===== src/inc/ssa_pkg.sv =====
// Constants of the SMI status aggregator: offsets, bit positions, reset values.
// Assumes the host reaches the block through a PCI I/O window at smi_status_base.
//
// Operation
// RULE1 - Reading clearing top status clears all read-to-clear bits, not read-only ones
// RULE2 - Clearing a second-level bit also clears its top-level bit, GPIO excepted
// RULE3 - GPIO sources have third level; clearing it clears second and top levels
// RULE4 - Top status mirror reads same value, clears nothing, keeps SMI asserted
// RULE5 - Bit 15 mirrors suspend-modulation configuration bit, read-to-clear
// RULE6 - Bit 14 flags USB SMI, read-to-clear, only when both USB enables are set
// RULE7 - Bits 13, 12, 11 flag warm reset, NMI, legacy IRQ2; read-to-clear
// RULE8 - Bit 10 flags falling edge on external SMI inputs; read-only, second level held
// RULE9 - Bit 9 flags timer or trap SMIs; read-only, detail in trap/timer status
// RULE10 - Bit 8 flags software SMI, cleared by reading clearing status register
// RULE11 - Bit 7 flags port 92h or keyboard address-bit-20 SMI, enabled, read-to-clear
// RULE12 - Bit 6 flags VGA timer expiry when enabled, read-to-clear
// RULE13 - Bit 5 flags retrace from serial link bit 7 when enabled, read-to-clear
// RULE14 - Bit 4 reserved, always reads zero
// RULE15 - Bit 3 flags LPC SMI from two second-level bits; read-only
// RULE16 - Bit 2 flags ACPI register access SMI; read-only, detail at second level
// RULE17 - Bit 1 flags audio SMI; read-only, detail in audio registers
// RULE18 - Bit 0 flags other power-management SMIs; read-only
// RULE19 - Trap/timer status mirror resets to zero, read clears nothing, bits 15:6 zero
// RULE20 - Bit 5 flags configuration trap, enabled per legacy space and functions one-five
// RULE21 - Bits 4, 3, 2 flag user traps three, two, one, each enabled
// RULE22 - Bits 1, 0 flag timers two and one expiry, each enabled
// RULE23 - Read-only top bits are OR of second level; SMI held while any set
package ssa_pkg;
  localparam logic [7:0] OFS_TOP_MIRROR = 8'h00;
  localparam logic [7:0] OFS_TOP_CLEARING = 8'h02;
  localparam logic [7:0] OFS_TRAP_MIRROR = 8'h04;
  localparam logic [15:0] TOP_RESET = 16'h0000;
  localparam logic [15:0] TRAP_RESET = 16'h0000;
  localparam logic [15:0] TOP_RC_MASK = 16'hF9E0;
  localparam logic [15:0] TRAP_RSVD_MASK = 16'hFFC0;
  localparam logic [1:0] USB_EN_BOTH = 2'b11;
  localparam int BIT_SUSP = 15;
  localparam int BIT_USB = 14;
  localparam int BIT_WARM = 13;
  localparam int BIT_NMI = 12;
  localparam int BIT_IRQ2 = 11;
  localparam int BIT_EXT = 10;
  localparam int BIT_TRAP = 9;
  localparam int BIT_SW = 8;
  localparam int BIT_A20 = 7;
  localparam int BIT_VGA = 6;
  localparam int BIT_RETRACE = 5;
  localparam int BIT_RSVD = 4;
  localparam int BIT_LPC = 3;
  localparam int BIT_ACPI = 2;
  localparam int BIT_AUDIO = 1;
  localparam int BIT_PME = 0;
  localparam int LINK_RETRACE_BIT = 7;
  localparam int TRAP_BIT_CFG = 5;
endpackage


===== src/rtl/ssa_ext_edge.sv =====
// Falling-edge detection and second-level status of the external SMI inputs.
// Assumes inputs are synchronous to i_ref_clk and idle high.
`timescale 1ns/1ps
module ssa_ext_edge #(
  parameter int N = 8
) (
  input wire logic i_ref_clk,
  input wire logic i_reset,
  input wire logic [N-1:0] i_external_smi_inputs,
  input wire logic [N-1:0] i_clr,
  output logic [N-1:0] o_status
);
  logic [N-1:0] prev_q;
  logic [N-1:0] stat_q;
  wire [N-1:0] fall = prev_q & ~i_external_smi_inputs;

  ////////////////////////////////////////////////////////////////////////////
  // Per-input edge and sticky status, set wins over clear
  for (genvar g = 0; g < N; g++) begin : g_in
    always_ff @(posedge i_ref_clk) begin
      if (i_reset) begin
        prev_q[g] <= 1'b1;
        stat_q[g] <= 1'b0;
      end else begin
        prev_q[g] <= i_external_smi_inputs[g];
        stat_q[g] <= fall[g] | (stat_q[g] & ~i_clr[g]); // [RULE8]
      end
    end
  end

  assign o_status = stat_q;
endmodule


===== src/rtl/ssa_trap_status.sv =====
// Second-level general trap and timer status with its non-clearing view.
// Assumes event inputs are one-cycle pulses; i_clr comes from the i_trap_clr input of ssa_top.
`timescale 1ns/1ps
module ssa_trap_status (
  input wire logic i_ref_clk,
  input wire logic i_reset,
  input wire logic [5:0] i_cfg_trap_evt,
  input wire logic [5:0] i_cfg_trap_en,
  input wire logic [2:0] i_user_trap_evt,
  input wire logic [2:0] i_user_trap_en,
  input wire logic [1:0] i_timer_evt,
  input wire logic [1:0] i_timer_en,
  input wire logic i_clr,
  output logic [15:0] o_status
);
  localparam logic [15:0] TRAP_RESET = ssa_pkg::TRAP_RESET;
  logic [5:0] stat_q;
  wire cfg_hit = |(i_cfg_trap_evt & i_cfg_trap_en); // [RULE20]
  wire [2:0] udef_hit = i_user_trap_evt & i_user_trap_en; // [RULE21]
  wire [1:0] tmr_hit = i_timer_evt & i_timer_en; // [RULE22]
  wire [5:0] set = {cfg_hit, udef_hit, tmr_hit};

  ////////////////////////////////////////////////////////////////////////////
  // Sticky bits, set wins over clear
  always_ff @(posedge i_ref_clk) begin
    if (i_reset) begin
      stat_q <= TRAP_RESET[5:0]; // [RULE19]
    end else begin
      stat_q <= set | (stat_q & ~{6{i_clr}});
    end
  end

  assign o_status = {10'h000, stat_q}; // [RULE19]
endmodule


===== src/rtl/ssa_top.sv =====
// Top-level SMI status aggregation with its I/O register window.
// Assumes single clock and one-cycle pulse sources; base decode compares i_io_addr[15:8] with i_smi_status_base.
`timescale 1ns/1ps
module ssa_top (
  input wire logic i_ref_clk,
  input wire logic i_reset,
  input wire logic i_io_rd,
  input wire logic [15:0] i_io_addr,
  input wire logic [7:0] i_smi_status_base,
  input wire logic i_io_space_en,
  output logic [15:0] o_io_rdata,
  output logic o_io_ack,
  input wire logic i_susp_mod_cfg,
  input wire logic i_usb_evt,
  input wire logic [1:0] i_usb_smi_en,
  input wire logic i_warm_reset_evt,
  input wire logic i_nmi_evt,
  input wire logic i_irq2_evt,
  input wire logic i_irq2_l2_clr,
  input wire logic i_sw_smi_evt,
  input wire logic i_address_bit20_mask_evt,
  input wire logic i_a20_smi_en,
  input wire logic i_vga_timer_evt,
  input wire logic i_vga_smi_en,
  input wire logic [7:0] i_processor_serial_link_reg,
  input wire logic i_retrace_smi_en,
  input wire logic [7:0] i_external_smi_inputs,
  input wire logic [7:0] i_ext_clr,
  input wire logic [5:0] i_cfg_trap_evt,
  input wire logic [5:0] i_cfg_trap_en,
  input wire logic [2:0] i_user_trap_evt,
  input wire logic [2:0] i_user_trap_en,
  input wire logic [1:0] i_timer_evt,
  input wire logic [1:0] i_timer_en,
  input wire logic i_trap_clr,
  input wire logic [1:0] i_lpc_status,
  input wire logic [5:0] i_acpi_status,
  input wire logic i_audio_smi,
  input wire logic i_power_mgmt_event,
  input wire logic [7:0] i_gpio_l3_status,
  output logic o_smi_req
);
  ////////////////////////////////////////////////////////////////////////////
  // State
  logic [15:0] rc_q;
  logic [15:0] rc_d;
  logic susp_prev_q;
  logic link7_prev_q;
  logic gpio_l2_q;
  logic [15:0] rdata_q;
  logic ack_q;

  ////////////////////////////////////////////////////////////////////////////
  // Second-level blocks
  logic [7:0] ext_status;
  logic [15:0] trap_status;

  ssa_ext_edge #(
    .N(8)
  ) u_ext (
    .i_ref_clk(i_ref_clk),
    .i_reset(i_reset),
    .i_external_smi_inputs(i_external_smi_inputs),
    .i_clr(i_ext_clr),
    .o_status(ext_status)
  );

  ssa_trap_status u_trap (
    .i_ref_clk(i_ref_clk),
    .i_reset(i_reset),
    .i_cfg_trap_evt(i_cfg_trap_evt),
    .i_cfg_trap_en(i_cfg_trap_en),
    .i_user_trap_evt(i_user_trap_evt),
    .i_user_trap_en(i_user_trap_en),
    .i_timer_evt(i_timer_evt),
    .i_timer_en(i_timer_en),
    .i_clr(i_trap_clr),
    .o_status(trap_status)
  );

  ////////////////////////////////////////////////////////////////////////////
  // Register window decode
  wire rd_hit = i_io_rd & i_io_space_en & (i_io_addr[15:8] == i_smi_status_base);
  wire [7:0] ofs = i_io_addr[7:0];
  wire rd_mirror = rd_hit & (ofs == ssa_pkg::OFS_TOP_MIRROR);
  wire rd_clearing = rd_hit & (ofs == ssa_pkg::OFS_TOP_CLEARING);
  wire rd_trap = rd_hit & (ofs == ssa_pkg::OFS_TRAP_MIRROR);

  ////////////////////////////////////////////////////////////////////////////
  // Event qualification for read-to-clear bits
  wire susp_set = i_susp_mod_cfg & ~susp_prev_q; // [RULE5]
  wire usb_set = i_usb_evt & (i_usb_smi_en == ssa_pkg::USB_EN_BOTH); // [RULE6]
  wire a20_set = i_address_bit20_mask_evt & i_a20_smi_en; // [RULE11]
  wire vga_set = i_vga_timer_evt & i_vga_smi_en; // [RULE12]
  wire link7 = i_processor_serial_link_reg[ssa_pkg::LINK_RETRACE_BIT];
  wire retrace_set = link7 & ~link7_prev_q & i_retrace_smi_en; // [RULE13]

  wire [15:0] rc_set;
  assign rc_set[ssa_pkg::BIT_SUSP] = susp_set;
  assign rc_set[ssa_pkg::BIT_USB] = usb_set;
  assign rc_set[ssa_pkg::BIT_WARM] = i_warm_reset_evt; // [RULE7]
  assign rc_set[ssa_pkg::BIT_NMI] = i_nmi_evt; // [RULE7]
  assign rc_set[ssa_pkg::BIT_IRQ2] = i_irq2_evt; // [RULE7]
  assign rc_set[ssa_pkg::BIT_EXT] = 1'b0;
  assign rc_set[ssa_pkg::BIT_TRAP] = 1'b0;
  assign rc_set[ssa_pkg::BIT_SW] = i_sw_smi_evt; // [RULE10]
  assign rc_set[ssa_pkg::BIT_A20] = a20_set;
  assign rc_set[ssa_pkg::BIT_VGA] = vga_set;
  assign rc_set[ssa_pkg::BIT_RETRACE] = retrace_set;
  assign rc_set[4:0] = 5'h00;

  ////////////////////////////////////////////////////////////////////////////
  // Clear sources: clearing read, legacy IRQ2 second level
  wire [15:0] irq2_clr_vec = {4'h0, i_irq2_l2_clr, 11'h000}; // [RULE2]
  wire [15:0] rd_clr_vec = {16{rd_clearing}}; // [RULE1] [RULE10]
  wire [15:0] rc_clr = (rd_clr_vec | irq2_clr_vec) & ssa_pkg::TOP_RC_MASK;

  assign rc_d = (rc_set | (rc_q & ~rc_clr)) & ssa_pkg::TOP_RC_MASK;

  ////////////////////////////////////////////////////////////////////////////
  // Read-only top bits built from second level
  wire gpio_any = |i_gpio_l3_status;
  wire ext_any = |ext_status; // [RULE8] [RULE23]
  wire trap_any = |trap_status; // [RULE9] [RULE23]
  wire lpc_any = |i_lpc_status; // [RULE15]
  wire acpi_any = |i_acpi_status; // [RULE16]
  wire pme_any = i_power_mgmt_event | gpio_l2_q; // [RULE18] [RULE3]

  wire [15:0] ro_view;
  assign ro_view[15:11] = 5'h00;
  assign ro_view[ssa_pkg::BIT_EXT] = ext_any;
  assign ro_view[ssa_pkg::BIT_TRAP] = trap_any;
  assign ro_view[8:5] = 4'h0;
  assign ro_view[ssa_pkg::BIT_RSVD] = 1'b0; // [RULE14]
  assign ro_view[ssa_pkg::BIT_LPC] = lpc_any;
  assign ro_view[ssa_pkg::BIT_ACPI] = acpi_any;
  assign ro_view[ssa_pkg::BIT_AUDIO] = i_audio_smi; // [RULE17]
  assign ro_view[ssa_pkg::BIT_PME] = pme_any;

  wire [15:0] top_view = rc_q | ro_view; // [RULE23]

  ////////////////////////////////////////////////////////////////////////////
  // Read data selection
  wire sel_top = rd_mirror | rd_clearing; // [RULE4]
  wire [15:0] rd_mux = sel_top ? top_view : (rd_trap ? trap_status : 16'h0000);

  ////////////////////////////////////////////////////////////////////////////
  // Status and edge history
  always_ff @(posedge i_ref_clk) begin
    if (i_reset) begin
      rc_q <= ssa_pkg::TOP_RESET;
      susp_prev_q <= 1'b0;
      link7_prev_q <= 1'b0;
      gpio_l2_q <= 1'b0;
    end else begin
      rc_q <= rc_d;
      susp_prev_q <= i_susp_mod_cfg;
      link7_prev_q <= link7;
      gpio_l2_q <= gpio_any; // [RULE3]
    end
  end

  ////////////////////////////////////////////////////////////////////////////
  // Read answer
  always_ff @(posedge i_ref_clk) begin
    if (i_reset) begin
      rdata_q <= 16'h0000;
      ack_q <= 1'b0;
    end else begin
      ack_q <= rd_hit;
      if (rd_hit) begin
        rdata_q <= rd_mux;
      end
    end
  end

  assign o_io_rdata = rdata_q;
  assign o_io_ack = ack_q;
  assign o_smi_req = |top_view; // [RULE23]
endmodule


===== config.mk =====
export PLATFORM = sky130hd
export DESIGN_NAME = ssa_top
export DESIGN_NICKNAME = d
export VERILOG_FILES = /design/src/inc/ssa_pkg.sv /design/src/rtl/ssa_ext_edge.sv /design/src/rtl/ssa_trap_status.sv /design/src/rtl/ssa_top.sv
export SDC_FILE = /design/constraint.sdc
export NUM_CORES = 1
export LEC_CHECK = 0
export BUFFER_PORTS_ARGS = -buffer_cell sky130_fd_sc_hd__buf_2
export CAP_MARGIN = 20
export CORE_AREA = 3 3 89 91
export CTS_CLUSTER_SIZE = 40
export DETAILED_ROUTE_END_ITERATION = 10
export DIE_AREA = 0 0 92 94
export PLACE_DENSITY = 0.69
export SYNTH_ARGS = -nofsm -noshare
export SYNTH_HDL_FRONTEND = slang
export SYNTH_SLANG_ARGS = --single-unit

===== constraint.sdc =====
create_clock -name i_ref_clk -period 1.4 [get_ports i_ref_clk]
set_input_delay 0.07 -clock i_ref_clk [delete_from_list [all_inputs] [get_ports i_ref_clk]]
set_output_delay 0.07 -clock i_ref_clk [all_outputs]
set_load 0.02 [all_outputs]

==> results.md <==
* Share of the cycle needed by the critical path after routing at 1.142
* Highest-count cells in the layout ignoring fill and taps: buf_2, dfxtp_1, nand2b_1, nand2_1, mux2i_1
* Fraction of synthesized cell area taken by the top area cell type at 0.4644
* Max Freq at 625.4 MHz
* Failing checks: setup timing
* Count of warnings emitted by yosys at 0
* Fraction of layout cells with a size suffix above 1 at 0.4377
* Slew @ Worst Pin at 411.4 ps
* Hold Path Depth at 3
* Number of global-route vias before repair at 2,101
* Layout Skew at 7.141 ps
* All-Layer GR Usage at 0.1379
* Reg power frac at 0.559
* Classification of the worst setup path: reg -> out
* Chip Width at 92 um
* Worst-case hold slack at 11.65 ps
* Synthesis-to-finish area growth at 49.12%
* Deepest clock path buffer count at 2
* Share of the yosys chip area belonging to registers at 0.4644
* Outcome: complete, but fails checks
* Die Footprint at 8648 sq um
* Initial antenna violation count at 0
* Wirelength, routed at 6051 um
* Reg2reg setup slack at 190 ps
* Nets at 483
* Number of violations reported at the end of detailed-routing iteration 0 at 31
* Critical Path Source Type: flip-flop
* ANT nets after route at 0
* Relative slew slack at 0.7232
* Synthesized netlist net count at 340
* Setup TNS at -198.9 ps
* Unrepaired setup endpoints after global routing: true
* Number of sinks handled by clock tree synthesis at 51
* Clock-pin slew on the worst setup and hold paths at 90 ps
* Class of the worst hold path: in -> reg
* Post-detailed-route DRC marker count at 0
* Number of search-and-repair iterations in the first detailed-routing pass at 4
* Clock power share at 0.287
* Critical hold path startpoint: i_timer_en[1]
* Final Instance Count excl. Fillers at 476
* Net switching power of the design at 681.1 uW
* Die height at 94 um
* Cell area after technology mapping at 2198 sq um
* Wire length of the first global-routing pass at 9584 um
* Post-route design area at 3278 sq um
* Combinational group share of total power at 0.154
* Post-synthesis instance total at 233
* Starting utilization of the core area at 0.3047
* Worst Hold Endpoint: u_trap.stat_q[1]
* Worst-case vdd ir drop at 0.3323 mV
* R2r endpoint: u_trap.stat_q[0]
* Port buffer count at ~120
* Min Tclk post-route at 1599 ps
* Source of the worst register-to-register timing path: u_trap.stat_q[0]
* RD Place Congestion at 0.7538
* Std-Cell Rows at 31
* Placed cells at roughly 460
* Number of antenna repair diodes at 0
* Final number of max-transition violations at 0
* Global route total overflow at 0
* Top cell type by total area after synthesis: dfxtp_1
* Boundary pin count at 125
* CORE AREA at 7214 sq um
* Setup violations, final at 1
* Via density at roughly 4.4
* Final worst setup slack at -198.9 ps
* Routed length per instance at 12.71 um
* FF+latch count, synth at 51
* Required time of the critical path at 1330 ps
* Arrival time at the worst endpoint at 1530 ps
* MaxCap Viol Count at 0
* HPWL Detailed at 4803 um
* TritonCTS Buffers at 5
* Clock Latency Late Sink at approximately 300 ps
* Avg Inst Size Synth at between 9 and 10 sq um
* Leak Pwr at 0.001470 uW
* Synth top area cells: dfxtp_1, nand2b_1, mux2i_1
* Final Hold Vio Count at 0
* Placed cell areas at 3002 sq um
* Crit Path Max Fanout at 3
* Nature of the critical path endpoint: output port
* H-tree level count at 2
* Via count at ~2,100
* Cell-internal power at 2129 uW
* Root Buffer: clkbuf_8
* Worst R2R Path Depth at 3
* Switching Fraction at 0.2424
* Commonest non-fill, non-tap cell in the layout: buf_2
* Number of unique standard cell types used by synthesis at 33
* Dpl ws at -163.4 ps
* Largest net degree at the start of global routing at 29
* Power density normalized to cell area at between 800 and 900 nW/um^2
* CTS tree: built
[synthesized netlist by cell type, drive strengths merged]
cell type,n
xnor2,5
o21ai,2
nor2b,4
nand4,2
nor4b,1
or3b,1
and4b,1
nand3,3
nor2,11
or2,8
nand4b,2
a31oi,1
or4,2
mux2i,16
buf,1
dfxtp,51
a21oi,10
o22ai,6
inv,7
nand2b,40
a22oi,7
a22o,2
and2,1
a222oi,1
clkbuf,6
xor2,3
nand2,21
nor3,3
o2bb2ai,4
nor4,11
[through the flow]
stage          power [uW]    util
2_1_floorplan        1752       -
3_3_place_gp         1964  0.4161
3_5_place_dp         1975  0.4161
4_1_cts              2847  0.4521
5_1_grt              2948  0.4544
6_report             2810  0.4544
[critical path: stages, from the launching register on]
cell and delay, ps:
dfxtp_2 350, nor4_4 290, nand4_1 130, nor3_2 190, nand3_1 110, buf_6 160
[final cells by class]
type                            instances  area [sq um]
Inverter                                7         26.28
Sequential cell                        51          1026
Clock buffer                            7         76.32
Fill cell                             751          3936
Timing Repair Buffer                  143         824.5
Multi-Input combinational cell        168          1196
Tap cell                               99         123.9
Clock inverter                          1         5.005
[power by group through the flow]
stage | logic, uW | clock network [uW] | registers [uW]
final | 432 | 807 | 1570
after global routing | 483 | 887 | 1580
after CTS | 431 | 849 | 1570
after detailed placement | 389 | 0 | 1590
after global placement | 380 | 0 | 1580
after floorplan | 177 | 0 | 1580
[state kept, by name (all words and copies together) (netlist names)]
signal	count
u_ext.prev_q	8
rc_q	9
link7_prev_q	1
o_io_rdata	16
gpio_l2_q	1
u_ext.o_status	8
o_io_ack	1
susp_prev_q	1
u_trap.stat_q	6
[worst max path at each step]
stage,from,to,cells after the start
after floorplan,i_io_addr[0],rc_q[11],4
after global placement,i_io_addr[0],rc_q[6],6
after detailed placement,i_smi_status_base[2],o_io_rdata[11],6
after CTS,u_ext.o_status[3],o_smi_req,5
after global routing,rc_q[15],o_smi_req,5
final,rc_q[15],o_smi_req,5
[kinds of logic (layout without fill, tap and decap cells)]
| family | Yosys count | in the layout | synth area share |
|---|---|---|---|
| AOI/OAI and AO/OA | 33 | 33 | 0.09961 |
| xor gates and xnor gates | 8 | 8 | 0.03187 |
| buffers and inverters | 14 | 158 | 0.02561 |
| DFF | 51 | 51 | 0.4644 |
| muxes | 16 | 16 | 0.07285 |
| and+or+nand+nor | 111 | 111 | 0.3056 |
[layer usage]
layer	global-route usage	vias to the layer above	part of all wire
li1	-	1097	-
met1	0.1590	943	0.42
met2	0.2457	72	0.50
met3	0.04487	6	0.075
met4	0.03589	0	0.0093
met5	0	-	0
[timing repair]
item                                   4_1_cts  5_1_grt
pin swaps                                    8        6
resized for setup                           13        3
setup buffers                                2        0
hold buffers                                10        0
setup endpoints to repair                    1        1
cloned                                       0        0
endpoints found under the hold margin        9        0
Note: power is estimated with default switching activity, not from simulation.
